==> src/hw/ppbt_pkg.sv <==
/*
 * Constants, field layout and carrier types for the port PWM / blink timing core.
 * Assumes a single 50 MHz system clock; the ring oscillator is modelled as a
 * divided tick of that clock and the serial bus engine lives outside.
 */
package ppbt_pkg;

	localparam int unsigned CLK_HZ       = 50_000_000;
	localparam int unsigned OSC_HZ       = 32_768;
	localparam int unsigned OSC_HALF_CYC = CLK_HZ / (2 * OSC_HZ);
	localparam int unsigned OSC_DIV_W    = 10;

	localparam logic [7:0] ADDR_PORT_FIRST = 8'h01;
	localparam logic [7:0] ADDR_PORT_LAST  = 8'h04;
	localparam logic [7:0] ADDR_CFG_A      = 8'h26;
	localparam logic [7:0] ADDR_CFG_B      = 8'h27;

	localparam int unsigned CFGA_RST_PORTS  = 0;
	localparam int unsigned CFGA_RST_TIMERS = 1;
	localparam int unsigned CFGA_BLINK_LSB  = 2;
	localparam int unsigned CFGB_INT_OUT    = 0;
	localparam int unsigned CFGB_EXT_CLK    = 2;
	localparam int unsigned CFGB_CLK_OUT    = 3;
	localparam int unsigned CFGB_TMO_DIS    = 7;

	localparam int unsigned PORT_DIR_IN   = 7;
	localparam int unsigned PORT_PUSHPULL = 6;
	localparam int unsigned PORT_BLINK    = 5;
	localparam int unsigned PORT_INT_EN   = 5;
	localparam int unsigned PORT_DEBOUNCE = 2;

	localparam logic [7:0] PORT_RESET  = 8'h80;
	localparam logic [7:0] CFG_A_RESET = 8'h00;
	localparam logic [7:0] CFG_B_RESET = 8'h00;

	localparam int unsigned TIMER_W        = 18;
	localparam int unsigned PWM_STEP_LSB   = 5;
	localparam logic [4:0]  STAGGER_STEP   = 5'h04;
	localparam logic [2:0]  BLINK_FAST     = 3'h7;
	localparam int unsigned BLINK_FAST_TOP = 10;

	typedef struct packed {
		logic       wr;
		logic       rd;
		logic [7:0] addr;
		logic [7:0] data;
	} ppbt_reg_req_t;

	typedef struct packed {
		logic meta;
		logic sync;
	} ppbt_sync_t;

	typedef struct packed {
		logic pinOut;
		logic pinOe;
	} ppbt_drive_t;

	typedef struct packed {
		logic [3:0][7:0]         portReg;
		logic [7:0]              cfgA;
		logic [7:0]              cfgB;
		logic [TIMER_W-1:0]      timer;
		logic [OSC_DIV_W-1:0]    oscDiv;
		logic                    oscLevel;
		logic                    oscTick;
		logic                    extPrev;
		logic                    intPending;
		logic [3:0]              pinOut;
		logic [3:0]              pinOe;
		logic [7:0]              rdData;
	} ppbt_state_t;

endpackage : ppbt_pkg

==> src/hw/ppbt_sync.sv <==
/*
 * Two-stage level synchroniser with constant reset value.
 * Assumes the input is a level that may change at any time.
 */
`timescale 1ns/100ps
`default_nettype none
module ppbt_sync
	import ppbt_pkg::*;
#(
	parameter logic RESET_VAL = 1'b0
) (
	input  wire logic clock,
	input  wire logic nrst,
	input  wire logic ce,
	input  wire logic levelIn,
	output logic      levelOut
);

	ppbt_sync_t state_r;
	ppbt_sync_t state_nxt;

	always_comb begin
		state_nxt = state_r;
		if (ce) begin
			state_nxt.meta = levelIn;
			state_nxt.sync = state_r.meta;
		end
	end

	always_ff @(posedge clock or negedge nrst) begin
		if (!nrst) begin
			state_r <= '{meta: RESET_VAL, sync: RESET_VAL};
		end else begin
			state_r <= state_nxt;
		end
	end

	assign levelOut = state_r.sync;

endmodule : ppbt_sync
`default_nettype wire

==> src/hw/ppbt_port_drive.sv <==
/*
 * Per-port waveform decode: PWM, blink, static levels and drive type.
 * Assumes the PWM step already carries this port's phase offset.
 */
`timescale 1ns/100ps
`default_nettype none
module ppbt_port_drive
	import ppbt_pkg::*;
(
	input  wire logic [7:0] portReg,
	input  wire logic [4:0] pwmStep,
	input  wire logic [3:0] blinkPhase,
	input  wire logic       openDrainOnly,
	output ppbt_drive_t     drive
);

	logic level;

	always_comb begin
		level = 1'b0;
		if (portReg[7:4] == 4'h7) begin
			level = 1'b1;
		end else if (portReg[PORT_BLINK]) begin
			level = blinkPhase < portReg[3:0];
		end else begin
			level = pwmStep < portReg[4:0];
		end
	end

	always_comb begin
		drive = '{pinOut: 1'b0, pinOe: 1'b0};
		if (!portReg[PORT_DIR_IN]) begin
			if (portReg[PORT_PUSHPULL] && !openDrainOnly) begin
				drive = '{pinOut: level, pinOe: 1'b1};
			end else begin
				drive = '{pinOut: 1'b0, pinOe: !level};
			end
		end
	end

endmodule : ppbt_port_drive
`default_nettype wire

==> src/hw/ppbt_core.sv <==
/*
 * Timing and control core of a four-port expander: clock selection,
 * clock output, staggered 32-step PWM, global blink, reset pin handling
 * and the latched interrupt on port one.
 * Assumes an outside serial engine presents decoded register accesses on
 * regReq and sees input transitions already detected on transEvent.
 */
`timescale 1ns/100ps
`default_nettype none
module ppbt_core
	import ppbt_pkg::*;
(
	input  wire logic          clock,
	input  wire logic          nrst,
	input  wire logic          ce,
	input  wire ppbt_reg_req_t regReq,
	output logic [7:0]         regRdData,
	input  wire logic          rstPin_n,
	input  wire logic [3:0]    portIn,
	input  wire logic [3:0]    transEvent,
	output logic [3:0]         portOut,
	output logic [3:0]         portOe,
	output logic               busIdleHold,
	output logic               intPending,
	output logic               oscRun,
	output logic               oscTick,
	output logic               timingTick,
	output logic               timeoutEn
);

	ppbt_state_t  state_r;
	ppbt_state_t  state_nxt;
	logic         rstPinSync;
	logic         extClkIn;
	logic         extSel;
	logic         clkOutEn;
	logic         intOutEn;
	logic         extRise;
	logic         anyTimed;
	logic         debounceEn;
	logic         selLevel;
	logic [4:0]   baseStep;
	logic [3:0]   blinkPh;
	logic [3:0]   isInput;
	logic         accessOk;
	logic         portRead;
	logic         intSet;
	ppbt_drive_t  drv [4];
	logic [4:0]   stepOf [4];

	function automatic logic addrIsPort(input logic [7:0] a);
		return (a >= ADDR_PORT_FIRST) && (a <= ADDR_PORT_LAST);
	endfunction : addrIsPort

	function automatic logic [1:0] portIndex(input logic [7:0] a);
		logic [7:0] d;
		d = a - ADDR_PORT_FIRST;
		return d[1:0];
	endfunction : portIndex

	// Blink position in sixteenths of the selected period
	function automatic logic [3:0] blinkPhaseOf(
		input logic [TIMER_W-1:0] t,
		input logic [2:0]         code
	);
		int unsigned top;
		top = (code == BLINK_FAST) ? BLINK_FAST_TOP : TIMER_W - int'(code);
		return 4'(t >> (top - 4));
	endfunction : blinkPhaseOf

	// Chip-enable and bus hold follow the synchronised reset pin
	ppbt_sync #(
		.RESET_VAL (1'b0)
	) u_rst_sync (
		.clock    (clock),
		.nrst     (nrst),
		.ce       (ce),
		.levelIn  (rstPin_n),
		.levelOut (rstPinSync)
	);

	assign extSel     = state_r.cfgB[CFGB_EXT_CLK];
	assign clkOutEn   = state_r.cfgB[CFGB_CLK_OUT];
	assign intOutEn   = state_r.cfgB[CFGB_INT_OUT];
	assign timeoutEn  = !state_r.cfgB[CFGB_TMO_DIS];
	assign extClkIn   = extSel ? portIn[1] : 1'b0;
	assign extRise    = extClkIn && !state_r.extPrev;

	always_comb begin
		anyTimed   = 1'b0;
		debounceEn = 1'b0;
		for (int i = 0; i < 4; i++) begin
			isInput[i] = state_r.portReg[i][PORT_DIR_IN];
			if (!isInput[i] && state_r.portReg[i][4:0] != 5'h00) begin
				anyTimed = 1'b1;
			end
			if (isInput[i] && state_r.portReg[i][PORT_DEBOUNCE]) begin
				debounceEn = 1'b1;
			end
		end
	end

	// Oscillator runs for debounce, timeout, and on the internal clock for clock out or outputs with nonzero bits 4:0
	assign oscRun = (anyTimed && !extSel) || debounceEn || timeoutEn
		|| (clkOutEn && !extSel);

	// Timing tick: internal oscillator or external clock edges
	assign timingTick = extSel ? extRise : state_r.oscTick;
	assign selLevel   = extSel ? extClkIn : state_r.oscLevel;

	// Timeout and debounce stay on the internal tick
	assign oscTick = state_r.oscTick;

	// PWM step is timer divided by 32 ticks per PWM clock
	assign baseStep = state_r.timer[PWM_STEP_LSB +: 5];
	assign blinkPh  = blinkPhaseOf(state_r.timer,
		state_r.cfgA[CFGA_BLINK_LSB +: 3]);

	genvar g;
	generate
		for (g = 0; g < 4; g++) begin : gen_port
			// Each port shifted by one eighth of the PWM period
			assign stepOf[g] = baseStep + 5'(STAGGER_STEP * g);

			ppbt_port_drive u_drive (
				.portReg       (state_r.portReg[g]),
				.pwmStep       (stepOf[g]),
				.blinkPhase    (blinkPh),
				.openDrainOnly (g == 0),
				.drive         (drv[g])
			);
		end
	endgenerate

	assign accessOk = rstPinSync;
	assign portRead = accessOk && regReq.rd && addrIsPort(regReq.addr);
	assign intSet   = |(transEvent & isInput
		& {state_r.portReg[3][PORT_INT_EN], state_r.portReg[2][PORT_INT_EN],
		   state_r.portReg[1][PORT_INT_EN], state_r.portReg[0][PORT_INT_EN]});

	always_comb begin
		state_nxt = state_r;
		state_nxt.oscTick = 1'b0;
		if (ce) begin
			state_nxt.extPrev = extClkIn;

			// Ring oscillator model, stopped and cleared when idle
			if (!oscRun) begin
				state_nxt.oscDiv   = '0;
				state_nxt.oscLevel = 1'b0;
			end else if (state_r.oscDiv == OSC_DIV_W'(OSC_HALF_CYC - 1)) begin
				state_nxt.oscDiv   = '0;
				state_nxt.oscLevel = !state_r.oscLevel;
				state_nxt.oscTick  = !state_r.oscLevel;
			end else begin
				state_nxt.oscDiv = state_r.oscDiv + 1'b1;
			end

			// Shared PWM and blink time base
			if (!rstPinSync && state_r.cfgA[CFGA_RST_TIMERS]) begin
				state_nxt.timer = '0;
			end else if (timingTick) begin
				state_nxt.timer = state_r.timer + 1'b1;
			end

			// Register writes only while enabled
			if (accessOk && regReq.wr) begin
				if (addrIsPort(regReq.addr)) begin
					state_nxt.portReg[portIndex(regReq.addr)] = regReq.data;
				end else if (regReq.addr == ADDR_CFG_A) begin
					state_nxt.cfgA = regReq.data;
				end else if (regReq.addr == ADDR_CFG_B) begin
					state_nxt.cfgB = regReq.data;
				end
			end

			// Reset pin may restore port defaults
			if (!rstPinSync && state_r.cfgA[CFGA_RST_PORTS]) begin
				for (int i = 0; i < 4; i++) begin
					state_nxt.portReg[i] = PORT_RESET;
				end
			end

			// Read data, zero when disabled or unmapped
			state_nxt.rdData = 8'h00;
			if (accessOk && regReq.rd) begin
				if (addrIsPort(regReq.addr)) begin
					state_nxt.rdData = state_r.portReg[portIndex(regReq.addr)];
				end else if (regReq.addr == ADDR_CFG_A) begin
					state_nxt.rdData = state_r.cfgA;
				end else if (regReq.addr == ADDR_CFG_B) begin
					state_nxt.rdData = state_r.cfgB;
				end
			end

			// Latched interrupt: new event beats the clearing read
			if (intOutEn && intSet) begin
				state_nxt.intPending = 1'b1;
			end else if (portRead) begin
				state_nxt.intPending = 1'b0;
			end
			// Reset pin deliberately not part of the clear term

			// Registered pin drive with function overrides
			for (int i = 0; i < 4; i++) begin
				state_nxt.pinOut[i] = drv[i].pinOut;
				state_nxt.pinOe[i]  = drv[i].pinOe;
			end
			if (intOutEn) begin
				state_nxt.pinOut[0] = 1'b0;
				state_nxt.pinOe[0]  = state_nxt.intPending;
			end
			if (extSel) begin
				state_nxt.pinOut[1] = 1'b0;
				state_nxt.pinOe[1]  = 1'b0;
			end
			if (clkOutEn) begin
				state_nxt.pinOut[2] = selLevel;
				state_nxt.pinOe[2]  = 1'b1;
			end
		end
	end

	always_ff @(posedge clock or negedge nrst) begin
		if (!nrst) begin
			state_r.portReg    <= {4{PORT_RESET}};
			state_r.cfgA       <= CFG_A_RESET;
			state_r.cfgB       <= CFG_B_RESET;
			state_r.timer      <= '0;
			state_r.oscDiv     <= '0;
			state_r.oscLevel   <= 1'b0;
			state_r.oscTick    <= 1'b0;
			state_r.extPrev    <= 1'b0;
			state_r.intPending <= 1'b0;
			state_r.pinOut     <= 4'h0;
			state_r.pinOe      <= 4'h0;
			state_r.rdData     <= 8'h00;
		end else begin
			state_r <= state_nxt;
		end
	end

	assign regRdData   = state_r.rdData;
	assign portOut     = state_r.pinOut;
	assign portOe      = state_r.pinOe;
	assign intPending  = state_r.intPending;
	assign busIdleHold = !rstPinSync;

endmodule : ppbt_core
`default_nettype wire

==> config.mk <==
export PLATFORM = sky130hd
export DESIGN_NAME = ppbt_core
export DESIGN_NICKNAME = d
export VERILOG_FILES = /design/src/hw/ppbt_pkg.sv /design/src/hw/ppbt_sync.sv /design/src/hw/ppbt_port_drive.sv /design/src/hw/ppbt_core.sv
export SDC_FILE = /design/constraint.sdc
export NUM_CORES = 1
export LEC_CHECK = 0
export CAP_MARGIN = 20
export CORE_MARGIN = 2
export CORE_UTILIZATION = 40
export DETAILED_ROUTE_END_ITERATION = 12
export DONT_BUFFER_PORTS = 1
export PLACE_DENSITY_LB_ADDON = 0.2
export SKIP_CTS_REPAIR_TIMING = 1
export SYNTH_ARGS = -nofsm -noshare
export SYNTH_HDL_FRONTEND = slang
export SYNTH_SLANG_ARGS = --single-unit
==> constraint.sdc <==
create_clock -name clock -period 5.35 [get_ports clock]
set_input_delay 1.07 -clock clock [delete_from_list [all_inputs] [get_ports clock]]
set_output_delay 1.07 -clock clock [all_outputs]
set_load 0.005 [all_outputs]
==> key figures <==
Run status
  • Status: completed

GRT
  • First-pass GRT wire length: 27500 um
  • Number of antenna violations at the first check in global routing: 0
  • Largest net degree at the start of global routing: 98
  • Met2 usage: 0.331
  • GRT Util Overall: 0.210
  • GRT busiest layer: met2
  • GR Overflow Total: 0
  • Vias in the first global route: 5074
  • Met3 Use GR: 0.0436
  • M1 GR Usage: 0.285

CTS
  • Root buf cell: clkbuf_16
  • CTS tree: built
  • H-tree depth: 3
  • Clk slew on worst S/H paths: 0.07 ns
  • Max Buffers Root-to-Sink: 2
  • Clk sinks: 97
  • Clk Latency, worst-skew pair: 0.36 ns
  • TritonCTS buffer count: 9

Placement
  • Post-DP HPWL: 12600 um
  • GPL Wtd Cong: 0.976
  • Port Buffer Count: 0
  • Placed cell count: 826

Synthesis
  • Post-synth EDFFs: 0
  • Mean Syn Cell Area: 9.85 um2
  • Yosys cell types: 73
  • Sequential area share after synthesis: 0.377
  • Yosys reg bits: 97
  • Post-Syn Area: 0.00644 mm2
  • Ys async rst share: 1.00
  • Syn Inst Count: 654
  • Syn nets: 722
  • YS warnings: 0
  • Most used DFF post-synth: dfrtp_1

Finish
  • Final #Nets: 689
  • Final std cells w/o fill: 842
  • Area Growth Syn to Fin: 5.30%
  • Antenna diodes: 0
  • Leading cell type in the layout, fill and taps excluded: dfrtp_1
  • Share of cells above drive strength 1: 0.115
  • Most frequent cells in the layout: dfrtp_1 (93), inv_1 (45), nand2_1 (40)

Routing
  • Drt wl/cell: 20.5 um
  • Initial DRC count: 378
  • Final WL: 17200 um
  • Vias/cell: 5.98
  • Drt pass-1 iters: 6
  • # DRC: 0
  • Final antenna-violating net count: 0
  • Vias: 5035

Timing
  • F_max: 0.226 GHz
  • RSZ-0062 raised after global routing: false
  • Slew Limit Fails: 0
  • Min Tclk post-route: 4.42 ns
  • Setup violators final: 0
  • Slew margin rel.: 0.349
  • Final hold viol count: 0
  • Slew @ Worst Pin: 0.973 ns
  • Layout Skew: 0.0150 ns
  • Final worst-path cycle share: 0.826
  • Setup tns final: 0 ns
  • Worst hold slack: 0.402 ns

Floorplanning
  • Top Ports: 52
  • Die width: 131 um
  • Starting density of the core: 0.407
  • Std-Cell Rows: 46
  • Core area: 0.0158 mm2
  • Die footprint: 0.0171 mm2
  • Die Y: 131 um

Critical path
  • Critical Path RT: 5.60 ns
  • Worst setup SP type: register
  • Kind of critical path: reg2reg
  • CP Max Fanout: 11
  • Reg-to-reg slack, setup: 0.93 ns
  • CP Capture Type: register
  • Crit path DAT: 4.67 ns

Hold path
  • Worst hold path class: in2async

Pwr
  • Maximum vdd ir drop: 149 uV
  • Pwr/cell area: 235 mW/mm2
  • Static Leak: 2.77 nW

Job
  • Max-Cap Viols: 0
==> flip-flops by register name, indices dropped and copies added, names as in the netlist <==
register and cells:
portOut 3, clkOutEn 1, isInput 4, regRdData 8, u_rst_sync.state_r 1, portOe 4
oscTick 1, u_rst_sync.levelOut 1, intOutEn 1, extSel 1, intPending 1, baseStep 5
state_r 66
==> cells by family after synthesis <==
| logic type | after synthesis | synth area share |
|---|---|---|
| compound gates | 175 | 0.208 |
| mux | 45 | 0.0934 |
| buf+inv | 92 | 0.0666 |
| xor+xnor | 20 | 0.0272 |
| flops | 97 | 0.377 |
| other cells | 1 | 0.000582 |
| simple gates | 181 | 0.144 |
| fa+ha+maj | 43 | 0.0825 |
==> through the flow <==
stage	utilization	setup WS (ns)	total power [mW]	instance area (um2)
global route	0.429	0.576	1.66	6790
detailed placement	0.409	1.02	0.911	6470
finish	0.429	0.932	1.60	6790
CTS	0.429	1.01	1.61	6790
floorplan	-	1.77	0.888	6440
global placement	0.409	1.08	0.907	6470
==> synthesized netlist by cell type, drive strengths merged (6+ instances only) <==
| cell type | instances | area [um2] |
|---|---|---|
| o21ai | 34 | 170 |
| nand2b | 12 | 75.1 |
| and3 | 6 | 37.5 |
| nand3 | 15 | 75.1 |
| a22o | 31 | 272 |
| dfrtp | 93 | 2330 |
| mux4 | 10 | 225 |
| mux2i | 14 | 140 |
| inv | 46 | 173 |
| a21o | 8 | 60.1 |
| o22ai | 7 | 50.1 |
| a221oi | 9 | 96.4 |
| or3 | 10 | 62.6 |
| clkbuf | 22 | 82.6 |
| nand2 | 40 | 150 |
| o2bb2ai | 8 | 70.1 |
| nand4 | 9 | 56.3 |
| buf | 23 | 170 |
| and2 | 7 | 43.8 |
| xor2 | 12 | 105 |
| a21oi | 25 | 125 |
| nor2b | 17 | 106 |
| ha | 38 | 475 |
| nor3 | 12 | 65.1 |
| mux2 | 21 | 236 |
| nor2 | 39 | 149 |
| xnor2 | 8 | 70.1 |
==> cell type report <==
class,instances,area (um2)
timing repair buffer,1,7.51
inverter,47,176
fill,1508,9040
clock buffer,9,225
sequential,97,2430
multi-input combinational,465,3580
tap,216,270
clock inverter,7,91.3
==> metal layers <==
layer	up-vias	wire length, um	share of wire
met4	0	401	0.023
met3	32	1210	0.070
met1	2535	7660	0.44
met2	154	7970	0.46
li1	2314	-	-
met5	-	0	0
==> power breakdown <==
| group | total, mW | switching, mW | internal, mW |
|---|---|---|---|
| Combinational | 0.127 | 0.0691 | 0.0576 |
| Sequential | 0.770 | 0.0224 | 0.748 |
| Clock | 0.699 | 0.322 | 0.378 |
| Total | 1.60 | 0.413 | 1.18 |
==> critical path: stages, from the launching register on <==
cell and delay (ns):
dfrtp_1 0.72, inv_1 0.13, ha_1 0.40, a21boi_4 0.31, inv_2 0.11, ha_1 0.19, ha_1 0.24, nor2_1 0.44
a31oi_1 0.20, o21ai_0 0.19, and3_1 0.32, ha_1 0.30, a311o_1 0.31, o21ai_1 0.21, a21oi_1 0.10, o22a_1 0.15
==> final timing paths <==
check	startpoint	endpoint	depth (start not counted)
max	state_r[60]$_DFFE_PN0P_	portOe[2]$_DFFE_PN0P_	15
min	nrst	state_r[45]$_DFFE_PN0P_	0
max reg2reg	state_r[60]$_DFFE_PN0P_	portOe[2]$_DFFE_PN0P_	15
min reg2reg	state_r[19]$_DFFE_PN0P_	oscTick$_DFF_PN0_	1
max in group asynchronous	nrst	isInput[0]$_DFFE_PN1P_	0
min in group clock	state_r[19]$_DFFE_PN0P_	oscTick$_DFF_PN0_	1
Note: power is estimated with default switching activity, not from simulation.
